--- src/verilog/posl_pkg.sv ---
/*
 holds the constants, format and state types of the position output sync latch.
 assumes a single 100 MHz system clock and a 12-bit binary position source.
*/
package posl_pkg;
  localparam int unsigned CLK_MHZ = 100;
  localparam int unsigned POS_W = 12;
  localparam int unsigned BCD_W = 16;
  localparam int unsigned OUT_W = 16;
  // ****************************************************************
  // timing figures in microseconds and derived cycle counts
  // ****************************************************************
  localparam int unsigned FREEZE_DLY_US = 10;
  localparam int unsigned FREEZE_LEN_US = 100;
  localparam int unsigned HOLD_MAX_US = 30000;
  localparam int unsigned HOLD_BOUND_US = 150;
  localparam int unsigned FIXED_HOLD_US = 100;
  localparam int unsigned FREEZE_DLY_CYC = FREEZE_DLY_US * CLK_MHZ;
  localparam int unsigned FREEZE_LEN_CYC = FREEZE_LEN_US * CLK_MHZ;
  localparam int unsigned HOLD_MAX_CYC = HOLD_MAX_US * CLK_MHZ;
  localparam int unsigned FIXED_HOLD_CYC = FIXED_HOLD_US * CLK_MHZ;
  localparam int unsigned CNT_W = 22;
  localparam logic [CNT_W-1:0] CNT_ZERO = 22'h0;
  localparam logic [CNT_W-1:0] CNT_ONE = 22'h1;
  typedef enum logic [1:0] {
    FMT_BIN = 2'h0,
    FMT_BCD = 2'h1,
    FMT_GRAY = 2'h2
  } posl_fmt_e;
  typedef enum logic [2:0] {
    ST_LIVE = 3'h1,
    ST_WAIT = 3'h2,
    ST_HOLD = 3'h4
  } posl_state_e;
endpackage : posl_pkg

--- src/verilog/posl_fmt_if.sv ---
/*
 carries a position word and its chosen output format between the latch and the encoder.
 assumes both ends sit in the clk_sys domain.
*/
`timescale 1ns/1ps
interface posl_fmt_if;
  import posl_pkg::*;
  logic [POS_W-1:0] position;
  posl_fmt_e format;
  logic [OUT_W-1:0] coded;
  modport ctrl (output position, output format, input coded);
  modport enc (input position, input format, output coded);
endinterface : posl_fmt_if

--- src/verilog/posl_encoder.sv ---
/*
 turns a binary position into binary, bcd or gray output code, registered.
 assumes position below 4096 so four bcd digits suffice.
*/
`timescale 1ns/1ps
module posl_encoder
  import posl_pkg::*;
(
  input wire logic clk_sys,
  input wire logic rst_n,
  posl_fmt_if.enc fmt
);
  logic [OUT_W-1:0] coded_q;
  logic [OUT_W-1:0] coded_d;
  logic [BCD_W-1:0] bcd;

  // double dabble binary to bcd
  always_comb begin
    logic [BCD_W+POS_W-1:0] sh;
    sh = '0;
    sh[POS_W-1:0] = fmt.position;
    for (int i = 0; i < POS_W; i++) begin
      for (int d = 0; d < 4; d++) begin
        if (sh[POS_W+4*d +: 4] > 4'h4) begin
          sh[POS_W+4*d +: 4] = sh[POS_W+4*d +: 4] + 4'h3;
        end
      end
      sh = {sh[BCD_W+POS_W-2:0], 1'b0};
    end
    bcd = sh[BCD_W+POS_W-1:POS_W];
  end

  always_comb begin
    case (fmt.format)
      FMT_BCD: coded_d = bcd;
      FMT_GRAY: coded_d = {4'h0, fmt.position ^ (fmt.position >> 1)};
      default: coded_d = {4'h0, fmt.position};
    endcase
  end

  always_ff @(posedge clk_sys or negedge rst_n) begin
    if (!rst_n) begin
      coded_q <= '0;
    end else begin
      coded_q <= coded_d;
    end
  end

  assign fmt.coded = coded_q;
endmodule : posl_encoder

--- src/verilog/posl_sync_latch.sv ---
/*
 position output sync latch: live parallel position word with edge-triggered hold or freeze.
 assumes the transfer input and conversion results are synchronous to clk_sys.
*/
`timescale 1ns/1ps
// Contract
// - handshake mode: after transfer edge wait set delay, then hold the word
// - handshake delay programmable up to 30 ms, or fixed per variant
// - freeze mode: output refreshes every conversion when no freeze active
// - freeze mode: either edge, wait 10 us, freeze 100 us
// - freeze expires by itself, live update resumes without acknowledge
// - gray format changes one bit between adjacent positions
// - word output as bcd, binary or gray, one line per bit
// - transfer input edge sensitive, both edges request transfer
// - handshake: stable word in place within 150 us of each edge; code holds it only after the set delay, up to 30 ms
module posl_sync_latch
  import posl_pkg::*;
#(
  parameter bit FIXED_DELAY = 1'b0,
  parameter int unsigned FIXED_CYC = FIXED_HOLD_CYC,
  parameter int unsigned FREEZE_DLY = FREEZE_DLY_CYC,
  parameter int unsigned FREEZE_LEN = FREEZE_LEN_CYC
) (
  input wire logic clk_sys,
  input wire logic rst_n,
  input wire logic [POS_W-1:0] convPos,
  input wire logic convValid,
  input wire logic xferCmd,
  input wire logic delayedHoldSyncMode,
  input wire logic [CNT_W-1:0] holdDelayCyc,
  input wire logic [1:0] outFormat,
  output logic [OUT_W-1:0] posOut,
  output logic holdActive
);
  // ****************************************************************
  // edge detect and timing
  // ****************************************************************
  logic xferPrev_q;
  logic xferEdge;
  posl_state_e state_q;
  logic [CNT_W-1:0] cnt_q;
  logic [POS_W-1:0] livePos_q;
  logic [POS_W-1:0] heldPos_q;
  logic [CNT_W-1:0] progDly;
  logic [CNT_W-1:0] waitCyc;
  posl_fmt_if fmt ();

  always_ff @(posedge clk_sys or negedge rst_n) begin
    if (!rst_n) begin
      xferPrev_q <= 1'b0;
    end else begin
      xferPrev_q <= xferCmd;
    end
  end
  assign xferEdge = xferCmd ^ xferPrev_q;

  // clamp to 30 ms, least one cycle
  always_comb begin
    progDly = holdDelayCyc;
    if (holdDelayCyc > CNT_W'(HOLD_MAX_CYC)) begin
      progDly = CNT_W'(HOLD_MAX_CYC);
    end
    if (holdDelayCyc == CNT_ZERO) begin
      progDly = CNT_ONE;
    end
  end
  assign waitCyc = delayedHoldSyncMode ? (FIXED_DELAY ? CNT_W'(FIXED_CYC) : progDly)
                                       : CNT_W'(FREEZE_DLY);

  // ****************************************************************
  // mode sequencer
  // ****************************************************************
  always_ff @(posedge clk_sys or negedge rst_n) begin
    if (!rst_n) begin
      state_q <= ST_LIVE;
      cnt_q <= CNT_ZERO;
    end else begin
      case (state_q)
        ST_LIVE: begin
          if (xferEdge) begin
            state_q <= ST_WAIT;
            cnt_q <= waitCyc - CNT_ONE;
          end
        end
        ST_WAIT: begin
          if (cnt_q == CNT_ZERO) begin
            state_q <= ST_HOLD;
            cnt_q <= CNT_W'(FREEZE_LEN) - CNT_ONE;
          end else begin
            cnt_q <= cnt_q - CNT_ONE;
          end
        end
        ST_HOLD: begin
          if (delayedHoldSyncMode) begin
            if (xferEdge) begin
              state_q <= ST_WAIT;
              cnt_q <= waitCyc - CNT_ONE;
            end
          end else if (cnt_q == CNT_ZERO) begin
            state_q <= ST_LIVE;
          end else begin
            cnt_q <= cnt_q - CNT_ONE;
          end
        end
        default: begin
          state_q <= ST_LIVE;
          cnt_q <= CNT_ZERO;
        end
      endcase
    end
  end

  // ****************************************************************
  // position capture
  // ****************************************************************
  always_ff @(posedge clk_sys or negedge rst_n) begin
    if (!rst_n) begin
      livePos_q <= '0;
    end else if (convValid) begin
      livePos_q <= convPos;
    end
  end

  always_ff @(posedge clk_sys or negedge rst_n) begin
    if (!rst_n) begin
      heldPos_q <= '0;
    end else if (state_q != ST_HOLD) begin
      heldPos_q <= convValid ? convPos : livePos_q;
    end
  end

  assign fmt.position = (state_q == ST_HOLD) ? heldPos_q : livePos_q;
  assign fmt.format = (outFormat == 2'h1) ? FMT_BCD :
                      (outFormat == 2'h2) ? FMT_GRAY : FMT_BIN;

  posl_encoder u_enc (
    .clk_sys(clk_sys),
    .rst_n(rst_n),
    .fmt(fmt)
  );

  always_ff @(posedge clk_sys or negedge rst_n) begin
    if (!rst_n) begin
      holdActive <= 1'b0;
    end else begin
      holdActive <= (state_q == ST_HOLD);
    end
  end
  assign posOut = fmt.coded;

  // ****************************************************************
  // checks
  // ****************************************************************
  chk_edge_wait: assert property (@(posedge clk_sys) disable iff (!rst_n)
    (state_q == ST_LIVE && xferEdge) |=> state_q == ST_WAIT)
    else $error("transfer edge did not start wait");
  chk_freeze_delay: assert property (@(posedge clk_sys) disable iff (!rst_n)
    (state_q == ST_LIVE && xferEdge && !delayedHoldSyncMode && $stable(delayedHoldSyncMode))
    |=> (state_q == ST_WAIT && cnt_q == CNT_W'(FREEZE_DLY) - CNT_ONE))
    else $error("freeze delay count wrong");
  chk_hold_stable: assert property (@(posedge clk_sys) disable iff (!rst_n)
    (state_q == ST_HOLD && $past(state_q) == ST_HOLD) |-> $stable(heldPos_q))
    else $error("held word changed during hold");
  chk_freeze_release: assert property (@(posedge clk_sys) disable iff (!rst_n)
    (state_q == ST_HOLD && !delayedHoldSyncMode && cnt_q == CNT_ZERO) |=> state_q == ST_LIVE)
    else $error("freeze did not release");
  chk_wait_hold: assert property (@(posedge clk_sys) disable iff (!rst_n)
    (state_q == ST_WAIT && cnt_q == CNT_ZERO) |=> state_q == ST_HOLD)
    else $error("wait did not end in hold");
  chk_delay_cap: assert property (@(posedge clk_sys) disable iff (!rst_n)
    delayedHoldSyncMode |-> (waitCyc <= CNT_W'(HOLD_MAX_CYC) && waitCyc != CNT_ZERO))
    else $error("handshake delay out of range");
  chk_live_follow: assert property (@(posedge clk_sys) disable iff (!rst_n)
    (state_q == ST_LIVE && convValid) |=> livePos_q == $past(convPos))
    else $error("live word not refreshed");
  chk_hold_flag: assert property (@(posedge clk_sys) disable iff (!rst_n)
    (state_q == ST_WAIT && cnt_q == CNT_ZERO) |-> ##2 holdActive)
    else $error("hold flag late");
  cov_freeze: cover property (@(posedge clk_sys) disable iff (!rst_n)
    state_q == ST_HOLD && !delayedHoldSyncMode ##1 state_q == ST_LIVE);
  cov_handshake: cover property (@(posedge clk_sys) disable iff (!rst_n)
    state_q == ST_HOLD && delayedHoldSyncMode && xferEdge);
  cov_gray: cover property (@(posedge clk_sys) disable iff (!rst_n)
    holdActive && outFormat == 2'h2);
endmodule : posl_sync_latch

--- config.mk ---
export PLATFORM = sky130hd
export DESIGN_NAME = posl_sync_latch
export DESIGN_NICKNAME = d
export VERILOG_FILES = /design/src/verilog/posl_pkg.sv /design/src/verilog/posl_fmt_if.sv /design/src/verilog/posl_encoder.sv /design/src/verilog/posl_sync_latch.sv
export SDC_FILE = /design/constraint.sdc
export NUM_CORES = 1
export LEC_CHECK = 0
export BUFFER_PORTS_ARGS = -buffer_cell sky130_fd_sc_hd__buf_2
export CORE_ASPECT_RATIO = 0.8
export CORE_UTILIZATION = 40
export CTS_BUF_LIST = sky130_fd_sc_hd__clkbuf_4 sky130_fd_sc_hd__clkbuf_8
export DETAILED_ROUTE_END_ITERATION = 10
export HOLD_SLACK_MARGIN = 0.15
export MAX_ROUTING_LAYER = met4
export PLACE_DENSITY = 0.57
export SETUP_SLACK_MARGIN = 0.15
export SLEW_MARGIN = 20
export SYNTH_ARGS = -nofsm -noshare
export SYNTH_HDL_FRONTEND = slang
export SYNTH_SLANG_ARGS = --single-unit
--- constraint.sdc ---
create_clock -name clk_sys -period 9.3 [get_ports clk_sys]
set_clock_uncertainty 0.1 [all_clocks]
set_input_delay 0.465 -clock clk_sys [delete_from_list [all_inputs] [get_ports clk_sys]]
set_output_delay 0.465 -clock clk_sys [all_outputs]
set_load 0.02 [all_outputs]
* Word level (Yosys, flattened, before mapping)
Index checks and enable logic that the tools add are counted.
** Storage, ports and cells
- Flip-flop bits (word level) :: 66
- Output and inout bits :: 17
- Word-level logic and storage cells :: 98
- Input port bits :: 41
** Operators by class
- Equal/unequal tests :: 11
- Magnitude comparators :: 19
- Mux-type cells :: 36
- Bitwise gates (word level) :: 2
- Reduce and logical (&&, ||, !) cells :: 3
- Add/subtract/negate cells :: 20
** Operators with widths (number)
- $mux 22 :: 7
- $mux 4 :: 18
- $pmux 22 s3 :: 1
- $add 4x2->4 const B :: 15
- $gt 4x3->1 const B :: 15
- $logic_not 22->1 :: 2
- $sub 22x1->22 const B :: 2
- $pmux 15 s2 :: 1
- $mux 12 :: 2
- $gt 22x22->1 const B :: 1
- $add 3x2->4 const B :: 3
- $mux 3 :: 4
- $xor 12x11->12 :: 1
- $gt 3x3->1 const B :: 3
- $ne 3x3->1 const B :: 3
- $pmux 3 s3 :: 1
- $eq 2x1->1 const B :: 2
- $eq 2x2->1 const B :: 2
- $mux 2 :: 2
- $eq 3x1->1 const B :: 1
- $eq 3x2->1 const B :: 1
- $eq 3x3->1 const B :: 1
- $ne 2x2->1 const B :: 1
- $reduce_and 2->1 :: 1
- $xor 1x1->1 :: 1

* Depth between registers and ports, before layout
- Word-level depth :: 21
- Mapped depth :: 47

* Modules after synthesis
Synthesis repeated with hierarchy kept, for this count alone.
** Unflattened totals
- Cell total of the unflattened synthesis :: 1004
- Area, all modules :: 7768.7 sq um
** By module, submodules not included
- posl_encoder :: area an instance 4075.2 sq um, sequential area each 375.4 sq um, instances 1, cells an instance 534
- posl_sync_latch :: area an instance 3693.5 sq um, sequential area each 1277.5 sq um, instances 1, cells an instance 470

* Least setup slack after synthesis
No wires, ideal clock.
- Path type :: register to register
- Start :: register state_q[1]
- End :: register u_enc.coded_q[6], in the netlist u_enc.fmt.coded[6]
- Arrival :: 7.959 ns
- Path slack :: 1.165 ns
- Path buffers :: 11
- Data required time :: 9.123 ns
- Cell stages (with the launch flop) :: 45
- Path through :: dfrtp_1 -> buf_6 -> or3b_1 -> buf_6 -> clkinv_2 -> buf_6 -> clkbuf_1 -> nand2_1 -> o22ai_1 -> ha_1 -> buf_1 -> nor2b_1 -> o311ai_0 -> a222oi_1 -> buf_2 -> buf_2 -> o21ai_0 -> a21oi_1 -> (+9 left out) -> ha_1 -> clkbuf_1 -> a21o_1 -> a211oi_1 -> o31ai_1 -> buf_2 -> ha_1 -> maj3_1 -> nor2_1 -> o21ai_0 -> nor2b_1 -> ha_1 -> o21ai_0 -> xor2_1 -> ha_1 -> o21ba_2 -> mux2_1 -> o21ai_1
** On the way
- Longest elaborated chain between the ends :: 21
- Elaborated cells between the ends (all ways) :: 46
- Those cells by class :: 14 x add/sub; 14 x order compare; 1 x eq/ne; 16 x mux; 1 x bitwise
** Ends and longest elaborated chain
- from (decl) :: RTL line posl_sync_latch.sv:40 : posl_state_e state_q;
- from (signal assigned) :: RTL line posl_sync_latch.sv:75 : state_q <= ST_LIVE;
- from (signal assigned) :: RTL line posl_sync_latch.sv:81 : state_q <= ST_WAIT;
- from (signal assigned) :: RTL line posl_sync_latch.sv:87 : state_q <= ST_HOLD;
- $eq 3x3->1 * :: RTL line posl_sync_latch.sv:132 : assign fmt.position = (state_q == ST_HOLD) ? heldPos_q : livePos_q;
- $mux 12 * :: RTL line posl_sync_latch.sv:132
- $add 3x2->4 or $gt 3x3->1 (tied branches) :: RTL line posl_encoder.sv:25, posl_encoder.sv:24
- $mux 4 :: RTL line posl_encoder.sv:24 : if (sh[POS_W+4*d +: 4] > 4'h4) begin
- $add 4x2->4 or $gt 4x3->1 (tied branches) :: RTL line posl_encoder.sv:25, posl_encoder.sv:24
- $mux 4 :: RTL line posl_encoder.sv:24
- $add 4x2->4 or $gt 4x3->1 (tied branches) :: RTL line posl_encoder.sv:25, posl_encoder.sv:24
- $mux 4 :: RTL line posl_encoder.sv:24
- (+6 left out)
- $add 4x2->4 or $gt 4x3->1 (tied branches) :: RTL line posl_encoder.sv:25, posl_encoder.sv:24
- $mux 4 :: RTL line posl_encoder.sv:24
- $add 4x2->4 or $gt 4x3->1 (tied branches) :: RTL line posl_encoder.sv:25, posl_encoder.sv:24
- $mux 4 :: RTL line posl_encoder.sv:24
- $add 4x2->4 or $gt 4x3->1 (tied branches) :: RTL line posl_encoder.sv:25, posl_encoder.sv:24
- $mux 4 :: RTL line posl_encoder.sv:24
- $pmux 15 s2 * :: RTL line posl_encoder.sv:34 : case (fmt.format)
- net u_enc.coded_d[6] :: RTL line posl_encoder.sv:14 : logic [OUT_W-1:0] coded_d;
- to (signal assigned) :: RTL line posl_encoder.sv:45 : coded_q <= coded_d;
- to (decl) :: RTL line posl_encoder.sv:13 : logic [OUT_W-1:0] coded_q;
Mark *: on every way through the listed nets, which the timed path passes. The rest lies on a longest branch.
A chain may end at the register's enable or synchronous reset.

* Worst setup path in the final report
Ends and elaborated chain as after synthesis.

==> run metrics <==
Crit Path Max Fanout=18; core area=approximately 16000 um2; GRT Total Usage=0.219; DRC=0; CP startpoint kind=register; maximum clock path buffer count=2; most used cell, CP=ha_1; Die ar.=17200 um2; Top FF cell, synth=dfrtp_1; Mapped Cells=854; cell area after synthesis=6660 um2; Synth area leaders=dfrtp_1 (24%), nor2_1 (5.7%), nand2_1 (5.2%), a21oi_1 (4.6%), ha_1 (3.9%); Port Buffer Count=56; Post-Syn Area per Cell=between 7 and 8 um2; FFs w/ async S/R, synth=1.00; number of global-route vias before repair=5611; Max-Cap Viols=0; CP endpoint kind=register; Clock Pin Slew Worst Setup and Hold Paths=80 ps; CTS H-Tree Depth=3; status=finished clean; io pins=58; final hold violations=0; routability cong.=0.915; Max stage delay on crit path=480 ps; Hold Path Class=input pin to asynchronous set/reset pin; total gr overflow=0; crit path kind=register to register; DRT Pass-1 Iters=5; Via Count=about 6.3k; Slew @ Worst Pin=1040 ps; Max IR drop VDD=0.000248 V; Slew HR=0.285; Final Setup Violations=0; first-pass GRT wire length=a little under 30000 um; setup TNS=0 ps; clk_lat worst skew=between 300 and 400 ps; WP data required=between 9000 and 10000 ps; DR iter-0 viols=567; Area Overhead vs Synth=9.06%; CTS Buf Count=9; Post-synth EDFFs=0; post-synthesis sequential area ratio=0.248; min cycle time layout=~8400 ps; post-DP HPWL=13500 um; nets@finish=948; largest net degree at the start of global routing=67; die height=117 um; Rows=41; syn_nets=916; final period utilization=0.902; DRT Wirelength=around 18000 um; ant diodes=0; Fillers=1657; initial antenna violation count=0; vias per cell=5.74; CTS sink count=66; top-area cell type share of the netlist area=0.244; die width=146 um; synth warn=0; Placement Setup Slack=1010 ps; #FFs+latches synth=66; drt wl/cell=approximately 16 um; CTS root buf=clkbuf_8; postcts setup bufs=0; CP Data Arrival Time=8560 ps; CTS Hold Buffers Added=1; Starting Density=0.416; power per standard cell area=385 nW/um2; RSZ-0062 raised after global routing=no; CTS tree=built; Final Worst Setup Slack=909 ps; Max Slew Vio Count=0; Critical-path top delay cell=dfrtp_1; layout cells sized above 1=0.157; DRT antenna net count=0; Resize count post-CTS=0; Leakage Power=3.11 nW; Fmax=119 MHz; dominant cell type by area after synthesis=dfrtp_1; post-synthesis cell type count=100
==> where the power goes <==
part	switching, mW	internal [mW]	leakage, nW	total, mW
registers	0.0619	0.358	0.833	0.419
logic	1.22	0.905	2.18	2.12
clock network	0.124	0.123	0.0917	0.247
==> layout by cell type (no fill, tap or decap), drive strengths merged, types with 11 or more instances in the layout <==
master	n
a211oi	11
nor2b	13
mux2	22
nor3	39
buf	69
mux2i	23
a21oi	63
nand2b	14
o21ai	60
xnor2	19
dfrtp	65
o211ai	13
nand2	92
nor2	102
nand3	15
inv	28
xor2	18
ha	21
or3	13
==> cell families (layout without fill, tap and decap cells) <==
group | count (synthesis) | count (layout) | synth area share
multiplexers | 47 | 47 | 0.0816
flip-flops | 66 | 66 | 0.248
AND/OR/NAND/NOR | 350 | 350 | 0.256
other | 1 | 1 | 0.000563
XOR/XNOR | 39 | 39 | 0.0577
adder cells (fa/ha/maj) | 26 | 26 | 0.0474
buffers and inverters | 77 | 113 | 0.0528
AO/OA/AOI/OAI | 248 | 248 | 0.256
==> metal layers <==
metal | routed length [um] | GRT usage | up-vias
met5 | 0 | - | -
met2 | 7040 | 0.277 | 165
met4 | 110 | 0.0352 | 0
met1 | 9920 | 0.354 | 2981
li1 | - | - | 3184
met3 | 1100 | 0.0377 | 11
==> area by class of cell <==
class	count	area (um2)	area share
timing repair buffer	70	388	0.0534
clock buffer	9	124	0.0171
multi-input combinational	711	4650	0.641
clock inverter	6	67.6	0.00931
tap	215	269	0.0371
inverter	28	106	0.0147
sequential	66	1650	0.228
==> synthesized netlist by cell type, drive strengths merged (14+ instances only) <==
cell / number
mux2i: 23
dfrtp: 65
nand2: 92
inv: 27
clkbuf: 25
ha: 21
buf: 24
nand2b: 14
nor2: 102
nand3: 15
xnor2: 19
a21oi: 63
xor2: 18
nor3: 39
o21ai: 60
mux2: 22
==> flip-flops by register name (all words and copies together), names as in the netlist <==
register,flops
livePos_q,12
state_q,3
xferPrev_q,1
u_enc.fmt.coded,15
heldPos_q,12
holdActive,1
cnt_q,22
==> worst max-delay path: cells and delay by family, from the launching register on <==
kind / cells / cell delay (ps)
flops: 1 / 480
buf+inv: 4 / 780
simple gates: 8 / 1440
fa+ha+maj: 7 / 1960
mux: 1 / 320
xor+xnor: 1 / 310
compound gates: 15 / 2900
==> path summary, 6_finish.rpt <==
check | from | to | slack, ps | depth (start not counted)
min reg2reg | heldPos_q[2] | heldPos_q[2] | 420 | 2
max reg2reg | state_q[1] | u_enc.fmt.coded[6] | 910 | 36
min in group clk_sys | convPos[9] | livePos_q[9] | 250 | 3
min | rst_n | cnt_q[20] | 190 | 2
max | state_q[1] | u_enc.fmt.coded[6] | 910 | 36
max in group asynchronous | rst_n | u_enc.fmt.coded[12] | 8330 | 2
==> per-stage QoR <==
step,hold WS (ps),std cells,total power [mW],util,area [um2]
after global routing,246,1105,3.05,0.453,7260
after detailed placement,400,1089,2.53,0.441,7060
final,191,1105,2.79,0.453,7260
after floorplan,69.4,854,2.17,-,6660
after global placement,389,1089,2.53,0.441,7060
after CTS,231,1105,2.79,0.453,7260
Note: power is estimated with default switching activity, not from simulation.
